--- src/hdl/lbc_pkg.sv ---
// =====================================================================
// Shared constants and types for the logic, bit and call executor
package lbc_pkg;
    localparam int DATA_W      = 8;      // Accumulator and register width
    localparam int RADDR_W     = 7;      // Register address 0x00..0x7f
    localparam int BIT_W       = 3;      // Bit select 0..7
    localparam int PC_W        = 11;     // Program counter width
    localparam int SP_W        = 3;      // Stack pointer width
    localparam int STACK_DEPTH = 8;      // Hardware stack entries
    localparam int PCH_LSB     = 8;      // Low bit of the upper PC field
    localparam int TBH_BITS    = 3;      // Table pointer bits used for the call
    localparam logic [DATA_W-1:0] ZERO_BYTE = 8'h00;
    localparam logic [PC_W-1:0]   PC_ONE    = 11'h001;
    localparam logic [SP_W-1:0]   SP_ONE    = 3'h1;
    localparam logic [PC_W-1:0]   PC_RESET  = 11'h000;

    // Operation selects from the fetch stage
    typedef enum logic [2:0] {
        OP_NONE, OP_AND_ACC_REG, OP_AND_ACC_IMM, OP_BIT_CLEAR_REG,
        OP_BIT_SET_REG, OP_BIT_TEST_SKIP_CLEAR, OP_CALL_BY_ACCUMULATOR
    } lbc_op_type;

    // Execution phase
    typedef enum logic [1:0] {ST_EXEC, ST_SKIP, ST_CALL} lbc_state_type;
endpackage

--- src/hdl/lbc_exec.sv ---
`timescale 1ns/1ps
// Behaviour
// - Register AND: accumulator with register, Z
// - Dest 0 to accumulator, 1 to register
// - Immediate AND into accumulator, only Z
// - Bit clear/set, flags kept, one cycle
// - Skip next instruction when tested bit clear
// - Skip executes no-op, two cycles total
// - Call pushes PC plus one, pointer advances
// - Call jumps to table bits and accumulator
// - Table pointer high supplies upper call address
// - Register operands span 0x00 to 0x7f
module lbc_exec import lbc_pkg::*; (
    // Clock and reset
    input  wire logic                core_clk,
    input  wire logic                rst_n,
    // Instruction from fetch
    input  wire logic                instr_valid,
    input  wire lbc_op_type          instr_op,
    input  wire logic [RADDR_W-1:0]  instr_reg,
    input  wire logic [BIT_W-1:0]    instr_bit,
    input  wire logic                instr_dest,
    input  wire logic [DATA_W-1:0]   instr_imm,
    input  wire logic [PC_W-1:0]     pc_current,
    // Register file read data
    input  wire logic [DATA_W-1:0]   reg_rdata,
    input  wire logic [DATA_W-1:0]   table_ptr_high,
    // Accumulator load from the rest of the core
    input  wire logic                acc_wr,
    input  wire logic [DATA_W-1:0]   acc_wdata,
    // Register file write port
    output logic [RADDR_W-1:0]       reg_addr,
    output logic                     reg_we,
    output logic [DATA_W-1:0]        reg_wdata,
    // Core state
    output logic [DATA_W-1:0]        accumulator,
    output logic                     zero_flag,
    output logic [PC_W-1:0]          pc_load_value,
    output logic                     pc_load,
    output logic [SP_W-1:0]          stack_ptr,
    output logic [PC_W-1:0]          stack_top,
    // Pipeline control
    output logic                     busy,
    output logic                     discard_fetch
);
    // =================================================================
    // Storage
    lbc_state_type          state;              // Execution phase
    lbc_state_type          next_state;         // Next phase
    logic [PC_W-1:0]        stack_mem [STACK_DEPTH]; // Return stack
    logic [PC_W-1:0]        call_target;        // Latched call address
    logic [DATA_W-1:0]      reg_wr_q;           // Write data register

    // =================================================================
    // Decode
    wire take       = instr_valid && (state == ST_EXEC);
    wire is_andr    = take && (instr_op == OP_AND_ACC_REG);
    wire is_andi    = take && (instr_op == OP_AND_ACC_IMM);
    wire is_bclr    = take && (instr_op == OP_BIT_CLEAR_REG);
    wire is_bset    = take && (instr_op == OP_BIT_SET_REG);
    wire is_btsc    = take && (instr_op == OP_BIT_TEST_SKIP_CLEAR);
    wire is_call    = take && (instr_op == OP_CALL_BY_ACCUMULATOR);
    wire [DATA_W-1:0] bit_mask  = DATA_W'(1) << instr_bit;
    wire [DATA_W-1:0] and_reg   = accumulator & reg_rdata;
    wire [DATA_W-1:0] and_imm   = accumulator & instr_imm;
    wire [DATA_W-1:0] and_res   = is_andi ? and_imm : and_reg;
    wire              and_zero  = (and_res == ZERO_BYTE);
    wire [DATA_W-1:0] bit_res   = is_bset ? (reg_rdata | bit_mask)
                                          : (reg_rdata & ~bit_mask);
    wire              skip_take = is_btsc && !reg_rdata[instr_bit];
    wire [PC_W-1:0]   next_target = {table_ptr_high[TBH_BITS-1:0], accumulator};
    wire              reg_write = (is_andr && instr_dest) || is_bclr || is_bset;
    // An AND owns the accumulator in its cycle; an outside load then is dropped
    wire              acc_from_and = is_andi || (is_andr && !instr_dest);
    wire              acc_load     = acc_wr && !is_andi && !is_andr;

    // The register address is the full 7-bit field, so 0x00..0x7f
    assign reg_addr      = instr_reg;
    assign busy          = (state != ST_EXEC);
    assign discard_fetch = (state == ST_SKIP);
    assign pc_load       = (state == ST_CALL);
    assign pc_load_value = call_target;
    assign stack_top     = stack_mem[stack_ptr - SP_ONE];

    // =================================================================
    // Phase sequencing: skip and call each add one cycle
    always_comb begin
        next_state = ST_EXEC;
        unique case (state)
            ST_EXEC: begin
                if (skip_take) begin
                    next_state = ST_SKIP;
                end else if (is_call) begin
                    next_state = ST_CALL;
                end
            end
            ST_SKIP: next_state = ST_EXEC;
            ST_CALL: next_state = ST_EXEC;
            default: next_state = ST_EXEC;                              // Unused code falls back
        endcase
    end

    always_ff @(posedge core_clk or negedge rst_n) begin
        if (!rst_n) begin
            state <= ST_EXEC;
        end else begin
            state <= next_state;
        end
    end

    // =================================================================
    // Accumulator and zero flag; bit ops, test and call leave Z alone
    always_ff @(posedge core_clk or negedge rst_n) begin
        if (!rst_n) begin
            accumulator <= ZERO_BYTE;
            zero_flag   <= 1'b0;
        end else begin
            if (acc_from_and) begin
                accumulator <= and_res;
            end else if (acc_load) begin
                accumulator <= acc_wdata;
            end
            if (is_andi || is_andr) begin
                zero_flag <= and_zero;
            end
        end
    end

    // =================================================================
    // Register write-back, registered so data outputs come from flops
    // The write lands one cycle after the read, so the register file must hold the address
    always_ff @(posedge core_clk or negedge rst_n) begin
        if (!rst_n) begin
            reg_we   <= 1'b0;
            reg_wr_q <= ZERO_BYTE;
        end else begin
            reg_we   <= reg_write;
            reg_wr_q <= is_andr ? and_reg : bit_res;
        end
    end
    assign reg_wdata = reg_wr_q;

    // =================================================================
    // Return stack push; wraps silently when full, as a hardware stack does
    // Eight nested calls fill it; a ninth overwrites the oldest return address
    always_ff @(posedge core_clk or negedge rst_n) begin
        if (!rst_n) begin
            stack_ptr   <= '0;
            call_target <= PC_RESET;
            for (int i = 0; i < STACK_DEPTH; i++) begin
                stack_mem[i] <= PC_RESET;
            end
        end else if (is_call) begin
            stack_mem[stack_ptr] <= pc_current + PC_ONE;
            stack_ptr            <= stack_ptr + SP_ONE;
            call_target          <= next_target;
        end
    end
endmodule

--- config.mk ---
export PLATFORM = sky130hd
export DESIGN_NAME = lbc_exec
export DESIGN_NICKNAME = d
export VERILOG_FILES = /design/src/hdl/lbc_pkg.sv /design/src/hdl/lbc_exec.sv
export SDC_FILE = /design/constraint.sdc
export NUM_CORES = 1
export LEC_CHECK = 0
export BUFFER_PORTS_ARGS = -buffer_cell sky130_fd_sc_hd__clkbuf_2
export CORE_UTILIZATION = 45
export CTS_BUF_LIST = sky130_fd_sc_hd__clkbuf_8
export DETAILED_ROUTE_END_ITERATION = 7
export GPL_ROUTABILITY_DRIVEN = 0
export PLACE_DENSITY = 0.67
export SETUP_SLACK_MARGIN = 0.4
export SYNTH_ARGS = -nofsm -noshare
export SYNTH_HDL_FRONTEND = slang
export SYNTH_SLANG_ARGS = --single-unit
--- constraint.sdc ---
create_clock -name core_clk -period 3.5 [get_ports core_clk]
set_clock_uncertainty 0.2 [all_clocks]
set_input_delay 0.175 -clock core_clk [delete_from_list [all_inputs] [get_ports core_clk]]
set_output_delay 0.175 -clock core_clk [all_outputs]
set_load 0.05 [all_outputs]
Word level (Yosys, flattened, before mapping)
Cells that the tools add are included.
Operators by class
  add/subtract/negate cells: 3
  $lt $le $gt $ge: 4
  equality and inequality tests: 8
  shift-type cells: 1
  mux-type cells: 16
  bitwise operators: 7
  reductions and logical operators: 25
Operators with widths (number)
  88-bit bitwise mux: 1
  8-bit 2-to-1 mux: 5
  11-bit binary-select mux with 3-bit select: 1
  11-bit demux with 3-bit select: 1
  11-bit 2-to-1 mux: 3
  8-bit bitwise AND: 3
  1-bit logical AND: 13
  11-bit by 1-bit adder with 11-bit output (second input constant): 1
  3-bit equality test (second input constant): 3
  4-bit greater-or-equal comparator (second input constant): 2
  8-bit logical NOT: 1
  3-bit NOT with 4-bit output: 2
  8-bit NOT: 1
  8-bit bitwise OR: 1
  1-bit by 3-bit << shifter with 8-bit output (first input constant): 1
  3-bit by 2-bit equality test with 1-bit output (second input constant): 2
  2-bit 2-to-1 mux: 3
  1-bit logical NOT: 4
  1-bit logical OR: 4
  3-bit by 4-bit < comparator with 1-bit output (second input constant): 1
  4-bit by 1-bit < comparator with 1-bit output (second input constant): 1
  2-bit nonzero test: 2
  3-bit by 1-bit adder with 3-bit output (second input constant): 1
  1-bit binary-select mux with 3-bit select: 1
  other kinds (6): 6
Storage, ports and cells
  bits in registers: 122
  input bits: 61
  output and inout port bits: 53

Logic depth before layout (Yosys ltp)
Gate-level depths: netlist (run 1).
  depth after elaboration: 8
  mapped depth: 9

Worst setup path after synthesis (run 1)
OpenSTA, ideal clock, no wires.
  path kind: reg2out
  start point: register stack_ptr[0]
  end point: output port stack_top[0]
  arrival time: 2.592 ns
  data required time: 3.125 ns
  setup slack: 0.533 ns
  cell stages (with the launch flop): 7
  cell sequence: dfrtp_1 clkbuf_1 inv_1 ha_1 buf_1 mux4_2 mux2_2
Between the ends
  cells in the longest elaborated chain, start to end: 5
Ends and longest elaborated chain
  start, declared: line lbc_exec.sv:40  | output logic [SP_W-1:0] stack_ptr,
  start signal, assigned: line lbc_exec.sv:155  | stack_ptr <= stack_ptr + SP_ONE;
  3-bit by 1-bit subtractor with 3-bit output: line lbc_exec.sv:83  | assign stack_top = stack_mem[stack_ptr - SP_ONE];
  3-bit NOT with 4-bit output (implied by the code): line lbc_exec.sv:83
  11-bit binary-select mux with 3-bit select: line lbc_exec.sv:83
  11-bit 2-to-1 mux (implied by the code) (2 in a row): line lbc_exec.sv:83
  end, declared: line lbc_exec.sv:41  | output logic [PC_W-1:0] stack_top,
No other way between the ends. The select of a mux whose other input is x is not followed.

Worst setup path after layout (run 1)
  start point: register stack_ptr[1]
  end point: output port stack_top[8]
The elaborated chain is that of the path after synthesis.

==> summary.txt, run 1 <==
Antenna violations before repair: 0
Syn Std Cell Area: 5890 um^2
Cell taking the most area after synthesis: dfrtp_1
DR iter-0 viols: 239
WP data arrival: 2.52 ns
Clock Sinks: 122
# DRC: 0
Status: completed
GR Util All Layers: 0.237
Top_reg_cell synth: dfrtp_1
Synth area leaders: dfrtp_1 52%, mux4_2 9.2%, nand2_1 8.4%
Power share of the clock group: 0.206
# setup viols final: 0
Post-DRT Antenna Nets: 0
Sequential-to-total area share from yosys stat: 0.518
Slew margin rel.: 0.348
DR vias: 4,589
Final Hold Vio Count: 0
DIE HEIGHT: 116 um
Switching Fraction: 0.401
Peak Freq: 345 MHz
Req. time, crit path: 3.12 ns
Internal power: 3410 uW
Final nets: 734
Die ar.: 13,600 um^2
Pre-Repair DR Iteration Count: 4
Die width: 116 um
Syn nets: 611
Final HPWL DP: 9390 um
Clock Tree Buf Depth: 2
Hold crit path type: input port to flip-flop
TritonCTS Buffers: 17
Netlist cell types: 51
Synth Instances: 547
Core area: 12,700 um^2
Critical Path Start Type: flip-flop
Critical path class: flip-flop to output port
Fin crit period: 2.90 ns
Routed Wire Length: 14,200 um
CTS root buf: clkbuf_8
Post-CTS Setup Repair Bufs: 0
Commonest non-fill, non-tap cell in the layout: nand2_1
First-pass GRT wire length: 24,000 um
LEAKAGE: 0.00341 uW
Post-synth EDFFs: 0
Setup_tns: 0 ns
Share of cells above drive strength 1: 0.292
Final Max Tran Viols: 0
CP max FO: 23
Tcrit/Tclk final: 0.828
Largest net degree at the start of global routing: 77
Mean post-synth cell area: 10.8 um^2
H-tree levels: 4
Port Buf Inserts: 94
P&R area growth vs syn: 22.8%
Post-route cell area: 7240 um^2
Worst VDD drop: 0.463 mV
Sequential power share: 0.373
Latest clock arrival within the worst-skew pair: 0.44 ns
WL/cell: 16.6 um
Grt total ovfl: 0
Ports: 114
Maximum Capacitance Violations: 0
NetSw: 2280 uW
Gate power share: 0.421
Mean number of vias per cell: 5.37
ANT cells: 0
Worst Tran Pin Value: 0.979 ns
Pwr dens: 786 nW/um^2
Post-DP Area: 6460 um^2
# rows: 41
Yosys top cell area share: 0.518
CP Capture Type: output port
FFs w/ async S/R, synth: 1.00
RSZ-0062 raised after global routing: no
Synth warn: 0
TritonCTS clock tree: done
Vias in the first global route: 4,780
Synthesized flop and latch total: 122
Clk slew on worst S/H paths: 0.07 ns
Most frequent cells in the layout: 132 x nand2_1, 122 x dfrtp_1, 93 x clkbuf_2
Initial Util: 0.465
## flip-flops by register name, indices dropped and copies added (netlist names)
name / count
pc_load_value: 11
stack_ptr: 3
reg_we: 1
accumulator: 8
zero_flag: 1
state: 2
reg_wdata: 8
stack_mem: 88
## synth_stat cells (all sizes together), types with 3 or more instances
| cell | count |
|---|---|
| nand2 | 132 |
| dfrtp | 122 |
| o21ai | 91 |
| mux2 | 28 |
| mux4 | 24 |
| clkbuf | 23 |
| buf | 19 |
| nor2 | 14 |
| nand3 | 8 |
| o211ai | 8 |
| xnor2 | 7 |
| mux2i | 6 |
| and3 | 5 |
| nand2b | 5 |
| nand4 | 5 |
| xor2 | 5 |
| or2 | 4 |
| or4 | 4 |
| a21oi | 3 |
| ha | 3 |
| inv | 3 |
| nor3 | 3 |
## per-layer routing
metal / GRT usage / share of wire
met5: 0 / 0
met4: 0.0803 / 0.018
met3: 0.0690 / 0.061
met2: 0.394 / 0.50
met1: 0.297 / 0.42
## critical path, cell delays in order (launching register included)
cell and delay [ns]:
dfrtp_1 0.47, inv_1 0.14, ha_1 0.31, buf_6 0.26
mux4_2 0.35, mux2_2 0.30, clkbuf_2 0.24
## cells by family (layout without fill, tap and decap cells)
| group | count (synthesis) | in the layout | synth area share |
|---|---|---|---|
| AND/OR/NAND/NOR | 191 | 191 | 0.151 |
| flip-flops | 122 | 122 | 0.518 |
| multiplexers | 58 | 58 | 0.155 |
| buffers and inverters | 45 | 180 | 0.0378 |
| AO/OA/AOI/OAI | 116 | 116 | 0.113 |
| adder cells (fa/ha/maj) | 3 | 3 | 0.00637 |
| XOR/XNOR | 12 | 12 | 0.0178 |
## metrics by stage
| stage | setup slack [ns] | instances | hold slack, ns | total power [uW] | utilization |
|---|---|---|---|---|---|
| after floorplan | 0.533 | 547 | -0.321 | 3930 | - |
| after global placement | 0.710 | 783 | 0.150 | 4440 | 0.510 |
| after detailed placement | 0.643 | 783 | 0.150 | 4510 | 0.510 |
| after CTS | 0.489 | 854 | 0.0198 | 5730 | 0.571 |
| after global routing | 0.414 | 854 | 0.0426 | 6060 | 0.571 |
| final | 0.600 | 854 | 0.0382 | 5690 | 0.571 |
## path summary, 6_finish.rpt
check                              startpoint        endpoint  slack (ns)  depth (start not counted)
worst max register to register       state[1]  accumulator[6]        0.60                          7
worst max-delay path             stack_ptr[1]    stack_top[8]        0.60                          6
worst min-delay path            pc_current[6]   stack_mem[28]        0.04                          3
worst min register to register   stack_mem[7]    stack_mem[7]        0.28                          2
min in group asynchronous               rst_n    stack_mem[7]        0.25                          2
max in group asynchronous               rst_n   stack_mem[24]        2.03                          3
## repair_timing
| item | CTS | global route |
|---|---|---|
| gates resized for setup | 0 | 1 |
| hold buffers | 40 | 0 |
| endpoints found under the setup margin | 0 | 8 |
| endpoints found under the hold margin | 110 | 0 |
## power by group through the flow
stage                     sequential (uW)  clock, uW  combinational [uW]
final                                2120       1170                2400
after global routing                 2180       1270                2610
after CTS                            2120       1200                2410
after detailed placement             2140          0                2360
after global placement               2110          0                2320
after floorplan                      2290          0                1640
## area by class of cell
class | count | area, um^2
tap | 172 | 215
sequential | 122 | 3050
clock inverter | 9 | 71.3
clock buffer | 22 | 303
multi-input combinational | 380 | 2620
fill | 1069 | 5430
inverter | 3 | 11.3
timing repair buffer | 146 | 967
No activity file was read; power rests on OpenSTA's default activity.
==> inputs of run 2 (changes only) <==
--- a/config.mk
+++ b/config.mk
@@ -5,6 +5,7 @@
 export SDC_FILE = /design/constraint.sdc
 export NUM_CORES = 1
 export LEC_CHECK = 0
+export ABC_AREA = 1
 export BUFFER_PORTS_ARGS = -buffer_cell sky130_fd_sc_hd__clkbuf_2
 export CORE_UTILIZATION = 45
 export CTS_BUF_LIST = sky130_fd_sc_hd__clkbuf_8
==> constraint.sdc (replaced) <==
create_clock -name core_clk -period 3 [get_ports core_clk]
set_clock_uncertainty 0.2 [all_clocks]
set_input_delay 0.15 -clock core_clk [delete_from_list [all_inputs] [get_ports core_clk]]
set_output_delay 0.15 -clock core_clk [all_outputs]
set_load 0.05 [all_outputs]
==> run 2 against run 1 <==
Net effect: critical path depth grew 1; sequential power grew 15%; sequential share of layout area shrank 2.9 points; clock power grew 38%; power grew 53%; critical path type unchanged; largest power group unchanged.
==> summary.txt, run 2 <==
Hold_ws: 0.000681 ns
Mean number of vias per cell: 5.37
TritonCTS clock tree: done
DR vias: 5,804
Antenna violations before repair: 0
Die ar.: 13,900 um^2
Gate power share: 0.536
Yosys top cell area share: 0.504
Largest net degree at the start of global routing: 60
Power share of the clock group: 0.185
Worst Tran Pin Value: 0.790 ns
# setup viols final: 0
Clock Tree Buf Depth: 2
Synth warn: 0
First-pass GRT wire length: 27,600 um
Number of flip-flops in the largest register: 88
H-tree levels: 4
NetSw: 3910 uW
GR Util All Layers: 0.255
Critical Path Start Type: flip-flop
Count leader, synth: nand2_1
Worst VDD drop: 0.590 mV
Fin crit period: 2.54 ns
Post-DRT Antenna Nets: 0
Slew margin rel.: 0.473
# DRC: 0
R2R depth: 9
Synth Instances: 763
Vias in the first global route: 5,570
WP data arrival: 2.19 ns
Internal power: 4790 uW
DIE HEIGHT: 118 um
WL/cell: 15.9 um
Final Hold Vio Count: 0
Sequential power share: 0.279
Synth area leaders: dfrtp_1 50%, nand2_1 15%, o21ai_0 7.3%
Clock Sinks: 122
Switching Fraction: 0.449
Hold crit path type: input port to flip-flop
Tcrit/Tclk final: 0.847
# rows: 42
Status: completed
Pwr dens: 1120 nW/um^2
Die width: 118 um
Maximum Capacitance Violations: 0
CTS root buf: clkbuf_8
R2r startpoint: state[1]
Critical path class: flip-flop to output port
Top_reg_cell synth: dfrtp_1
CP Capture Type: output port
Final HPWL DP: 11,000 um
Core area: 13,200 um^2
Clk slew on worst S/H paths: 0.07 ns
Mean post-synth cell area: 7.95 um^2
Share of cells above drive strength 1: 0.196
Syn Std Cell Area: 6060 um^2
Ports: 114
Netlist cell types: 33
LEAKAGE: 0.00380 uW
Routed Wire Length: 17,100 um
HP Start: instr_dest
FF-to-FF setup slack: 0.60 ns
DR iter-0 viols: 489
Synth cell count leaders: 236 x nand2_1, 122 x dfrtp_1, 88 x o21ai_0
Hold path cells: 4
Pre-Repair DR Iteration Count: 5
ANT cells: 0
Multi-input gate area: 2820 um^2
P&R area growth vs syn: 28.2%
Setup_tns: 0 ns
CP max FO: 23
Peak Freq: 393 MHz
Req. time, crit path: 2.65 ns
Sequential-to-total area share from yosys stat: 0.504
Final nets: 956
Synthesized flop and latch total: 122
Post-synth EDFFs: 0
Cell taking the most area after synthesis: dfrtp_1
Grt total ovfl: 0
Port Buf Inserts: 94
Syn nets: 827
Latest clock arrival within the worst-skew pair: 0.44 ns
TritonCTS Buffers: 17
Fillers: 1,123
Critical register-to-register path endpoint: accumulator[0]
Commonest non-fill, non-tap cell in the layout: nand2_1
FF+latch area: 3060 um^2
Final Max Tran Viols: 0
FFs w/ async S/R, synth: 1.00
Register bank with the most flops: stack_mem
Most frequent cells in the layout: 236 x nand2_1, 120 x dfrtp_1, 88 x o21ai_0
RSZ-0062 raised after global routing: yes
WHS Endpoint: accumulator[1]
Initial Util: 0.460
==> run 2: changes by cell type in the layout (fill, tap and decap cells not counted), sizes merged, moves of 11 or more <==
cell / change
o21ai: +38
mux2: -22
clkbuf: -11
nand3: +29
nor2: +72
inv: +26
mux4: -24
nand2: +110
o22ai: +17
==> run 2: cell type report <==
type | instances | share of cell area
clock buffers | 19 | 0.0337
repair buffers | 149 | 0.144
clock inverters | 13 | 0.0225
inverters | 30 | 0.0150
well taps | 176 | 0.0283
flip-flops and latches | 122 | 0.393
multi-input cells | 572 | 0.363
==> run 2: cells by family (layout without fill, tap and decap cells) <==
logic type | after synthesis | after routing | share of synthesized area
AO/OA/AOI/OAI | 168 | 168 | 0.149
XOR/XNOR | 10 | 10 | 0.0144
adder cells (fa/ha/maj) | 3 | 3 | 0.00619
buffers and inverters | 69 | 211 | 0.0506
flip-flops | 122 | 122 | 0.504
multiplexers | 6 | 6 | 0.0111
AND/OR/NAND/NOR | 385 | 385 | 0.265
==> run 2: timing repair <==
action | 4_1_cts | 5_1_grt
endpoints found under the setup margin | 11 | 13
hold buffers | 41 | 0
endpoints found under the hold margin | 98 | 0
pin swaps | 1 | 3
gates resized for setup | 8 | 11
setup buffers | 2 | 3
==> run 2: worst max-delay path: stages (launching register included) <==
cell      delay (ns)
dfrtp_2         0.39
inv_2           0.07
ha_4            0.29
buf_8           0.19
o21ai_0         0.13
o22ai_1         0.27
mux2_2          0.19
clkbuf_4        0.22
==> run 2: worst max-delay path by stage <==
stage                 startpoint            to  slack [ns]  cells past startpoint
finish              stack_ptr[1]  stack_top[8]        0.46                      7
global route        stack_ptr[1]  stack_top[7]        0.38                      8
detailed placement  stack_ptr[1]  stack_top[8]        0.52                      8
CTS                 stack_ptr[1]  stack_top[0]        0.42                      6
global placement    stack_ptr[1]  stack_top[8]        0.61                      8
floorplan           stack_ptr[0]  stack_top[2]        0.43                      9
==> run 2: power by group through the flow <==
stage | clock network (uW) | registers, uW | logic, uW
after floorplan | 0 | 2650 | 2900
after global placement | 0 | 2430 | 4390
after detailed placement | 0 | 2440 | 4430
after CTS | 1620 | 2410 | 4630
after global routing | 1700 | 2480 | 4990
final | 1610 | 2430 | 4670
==> run 2: through the flow <==
step                setup WS (ns)  cells  utilization  area [um^2]  total power [uW]
finish                      0.459   1081        0.589         7770              8710
global route                0.376   1081        0.589         7770              9170
CTS                         0.417   1078        0.585         7720              8670
detailed placement          0.524   1003        0.517         6830              6870
global placement            0.615   1003        0.517         6830              6820
floorplan                   0.435    763            -         6180              5550
==> run 2: layer usage <==
layer	GRT usage	up-vias	share of wire
met1	0.323	2776	0.43
met2	0.424	220	0.48
met3	0.0678	27	0.068
met4	0.0809	0	0.015
li1	-	2781	-
met5	0	-	0
==> inputs of run 3 (changes only) <==
--- a/config.mk
+++ b/config.mk
@@ -11,7 +11,7 @@
 export CTS_BUF_LIST = sky130_fd_sc_hd__clkbuf_8
 export DETAILED_ROUTE_END_ITERATION = 7
 export GPL_ROUTABILITY_DRIVEN = 0
-export PLACE_DENSITY = 0.67
+export PLACE_DENSITY = 0.69
 export SETUP_SLACK_MARGIN = 0.4
 export SYNTH_ARGS = -nofsm -noshare
 export SYNTH_HDL_FRONTEND = slang
==> constraint.sdc (replaced) <==
create_clock -name core_clk -period 2.2 [get_ports core_clk]
set_clock_uncertainty 0.2 [all_clocks]
set_input_delay 0.11 -clock core_clk [delete_from_list [all_inputs] [get_ports core_clk]]
set_output_delay 0.11 -clock core_clk [all_outputs]
set_load 0.05 [all_outputs]
==> run 3 against run 2 <==
Net effect: the flow now finishes with violations (setup timing); global-route usage increased by 4.3 points; register-to-register slack got worse by 0.38 ns; sequential power increased by 42%; die area stayed put; routed wire length is 37% higher; sequential share of layout area fell by 7.1 points; highest routed layer unchanged; first-iteration DRC count increased by 47%; worst setup slack worse by 0.77 ns; clock power rose by 40%; via count up 17%; combinational power grew 93%; design area is 22% higher.
==> summary.txt, run 3 (synthesized netlist as in run 2, its figures left out) <==
Worst VDD drop: 0.700 mV
WL/cell: 20.3 um
RSZ-0062 raised after global routing: yes
DIE HEIGHT: 118 um
Port Buf Inserts: 94
Grt total ovfl: 0
# setup viols final: 11
Maximum Capacitance Violations: 0
First-pass GRT wire length: 31,900 um
WP data arrival: 2.20 ns
Final HPWL DP: 11,300 um
Critical path class: flip-flop to output port
Hold_ws: 0.0201 ns
Final nets: 1,033
Die width: 118 um
H-tree levels: 4
Tcrit/Tclk final: 1.14
Initial Util: 0.460
DR iter-0 viols: 718
Die ar.: 13,900 um^2
Worst Tran Pin Value: 0.747 ns
Core area: 13,200 um^2
Vias in the first global route: 6,175
ANT cells: 0
Post-route cell area: 9490 um^2
Routed Wire Length: 23,500 um
Final Hold Vio Count: 0
# DRC: 0
Peak Freq: 398 MHz
Hold path cells: 0
Clock Sinks: 122
Clock Tree Buf Depth: 2
# rows: 42
Mean number of vias per cell: 5.88
Post-DP Area: 7000 um^2
Final WS setup: -0.310 ns
GR Util All Layers: 0.298
DR vias: 6,810
P&R area growth vs syn: 56.5%
TritonCTS Buffers: 17
Fillers: 862
Post-DRT Antenna Nets: 0
Most frequent cells in the layout: 182 x nand2_1, 119 x dfrtp_1, 79 x clkbuf_2
Clk slew on worst S/H paths: 0.08 ns
TritonCTS clock tree: done
LEAKAGE: 0.00445 uW
Pwr dens: 1550 nW/um^2
Latest clock arrival within the worst-skew pair: 0.47 ns
Status: finished, violations left
CP Capture Type: output port
Pre-Repair DR Iteration Count: 6
Number of flip-flops in the largest register: 88
Final Max Tran Viols: 0
Critical Path Start Type: flip-flop
Fin crit period: 2.51 ns
Share of cells above drive strength 1: 0.375
Violated checks: setup timing
Antenna violations before repair: 0
Register bank with the most flops: stack_mem
Hold crit path type: input port to output port
Ports: 114
Slew margin rel.: 0.498
CTS root buf: clkbuf_8
Req. time, crit path: 1.89 ns
CP max FO: 47
Largest net degree at the start of global routing: 48
R2R depth: 7
Commonest non-fill, non-tap cell in the layout: nand2_1
[run 3: cell count changes in the layout (fill, tap and decap cells not counted), moves of 21 or more]
cell,change
nand2_1,-54
o21ai_0,-52
nand2_2,+41
o21ai_2,+30
buf_4,+24
o21ai_1,+21
[run 3: path summary, 6_finish.rpt]
path,from,end,slack [ns]
setup / recovery,stack_ptr[0],stack_top[8],-0.31
hold / removal,instr_reg[0],reg_addr[0],0.02
setup reg to reg,stack_ptr[2],stack_mem[32],0.22
hold reg to reg,pc_load_value[8],pc_load_value[8],0.28
max in group asynchronous,rst_n,zero_flag,0.61
min in group asynchronous,rst_n,stack_mem[3],0.51
[run 3: critical path: stages (launching register included)]
cell and delay (ns):
dfrtp_2 0.39, inv_4 0.05, clkbuf_8 0.28, o21ai_0 0.35, o22ai_1 0.15, mux2_2 0.29, clkbuf_4 0.21
[run 3: cell type report]
cell class | count | area [um^2] | share of cell area
Clock buffer | 19 | 262 | 0.0276
Clock inverter | 13 | 174 | 0.0183
Inverter | 30 | 128 | 0.0135
Multi-Input combinational cell | 587 | 3620 | 0.382
Sequential cell | 122 | 3060 | 0.322
Tap cell | 176 | 220 | 0.0232
Timing Repair Buffer | 211 | 2020 | 0.213
[run 3: metal layers]
| layer | GRT usage | share of wire |
|---|---|---|
| met5 | 0 | 0 |
| met4 | 0.147 | 0.060 |
| met3 | 0.0819 | 0.10 |
| met2 | 0.485 | 0.47 |
| met1 | 0.364 | 0.36 |
[run 3: power breakdown]
group | internal, uW | total [uW] | switching, uW
Clock | 1280 | 2250 | 967
Combinational | 3830 | 8990 | 5160
Sequential | 2900 | 3440 | 538
[run 3: what timing repair did]
item | in CTS | in global routing
endpoints found under the hold margin | 197 | 0
setup endpoints to repair | 108 | 114
buffers inserted | 16 | 25
gates cloned | 8 | 15
hold buffers | 48 | 0
pin swaps | 33 | 53
resized for setup | 103 | 175
[run 3: through the flow]
stage               TNS, ns  power, uW  setup slack (ns)   util  instances
floorplan             -1.56       7880            -0.201      -        763
detailed placement        0       9730            0.0871  0.531       1014
CTS                   -2.06      13500            -0.201  0.652       1118
finish                -2.60      14700            -0.310  0.719       1158
global route          -2.99      15200            -0.302  0.719       1158
global placement          0       9640             0.137  0.531       1014
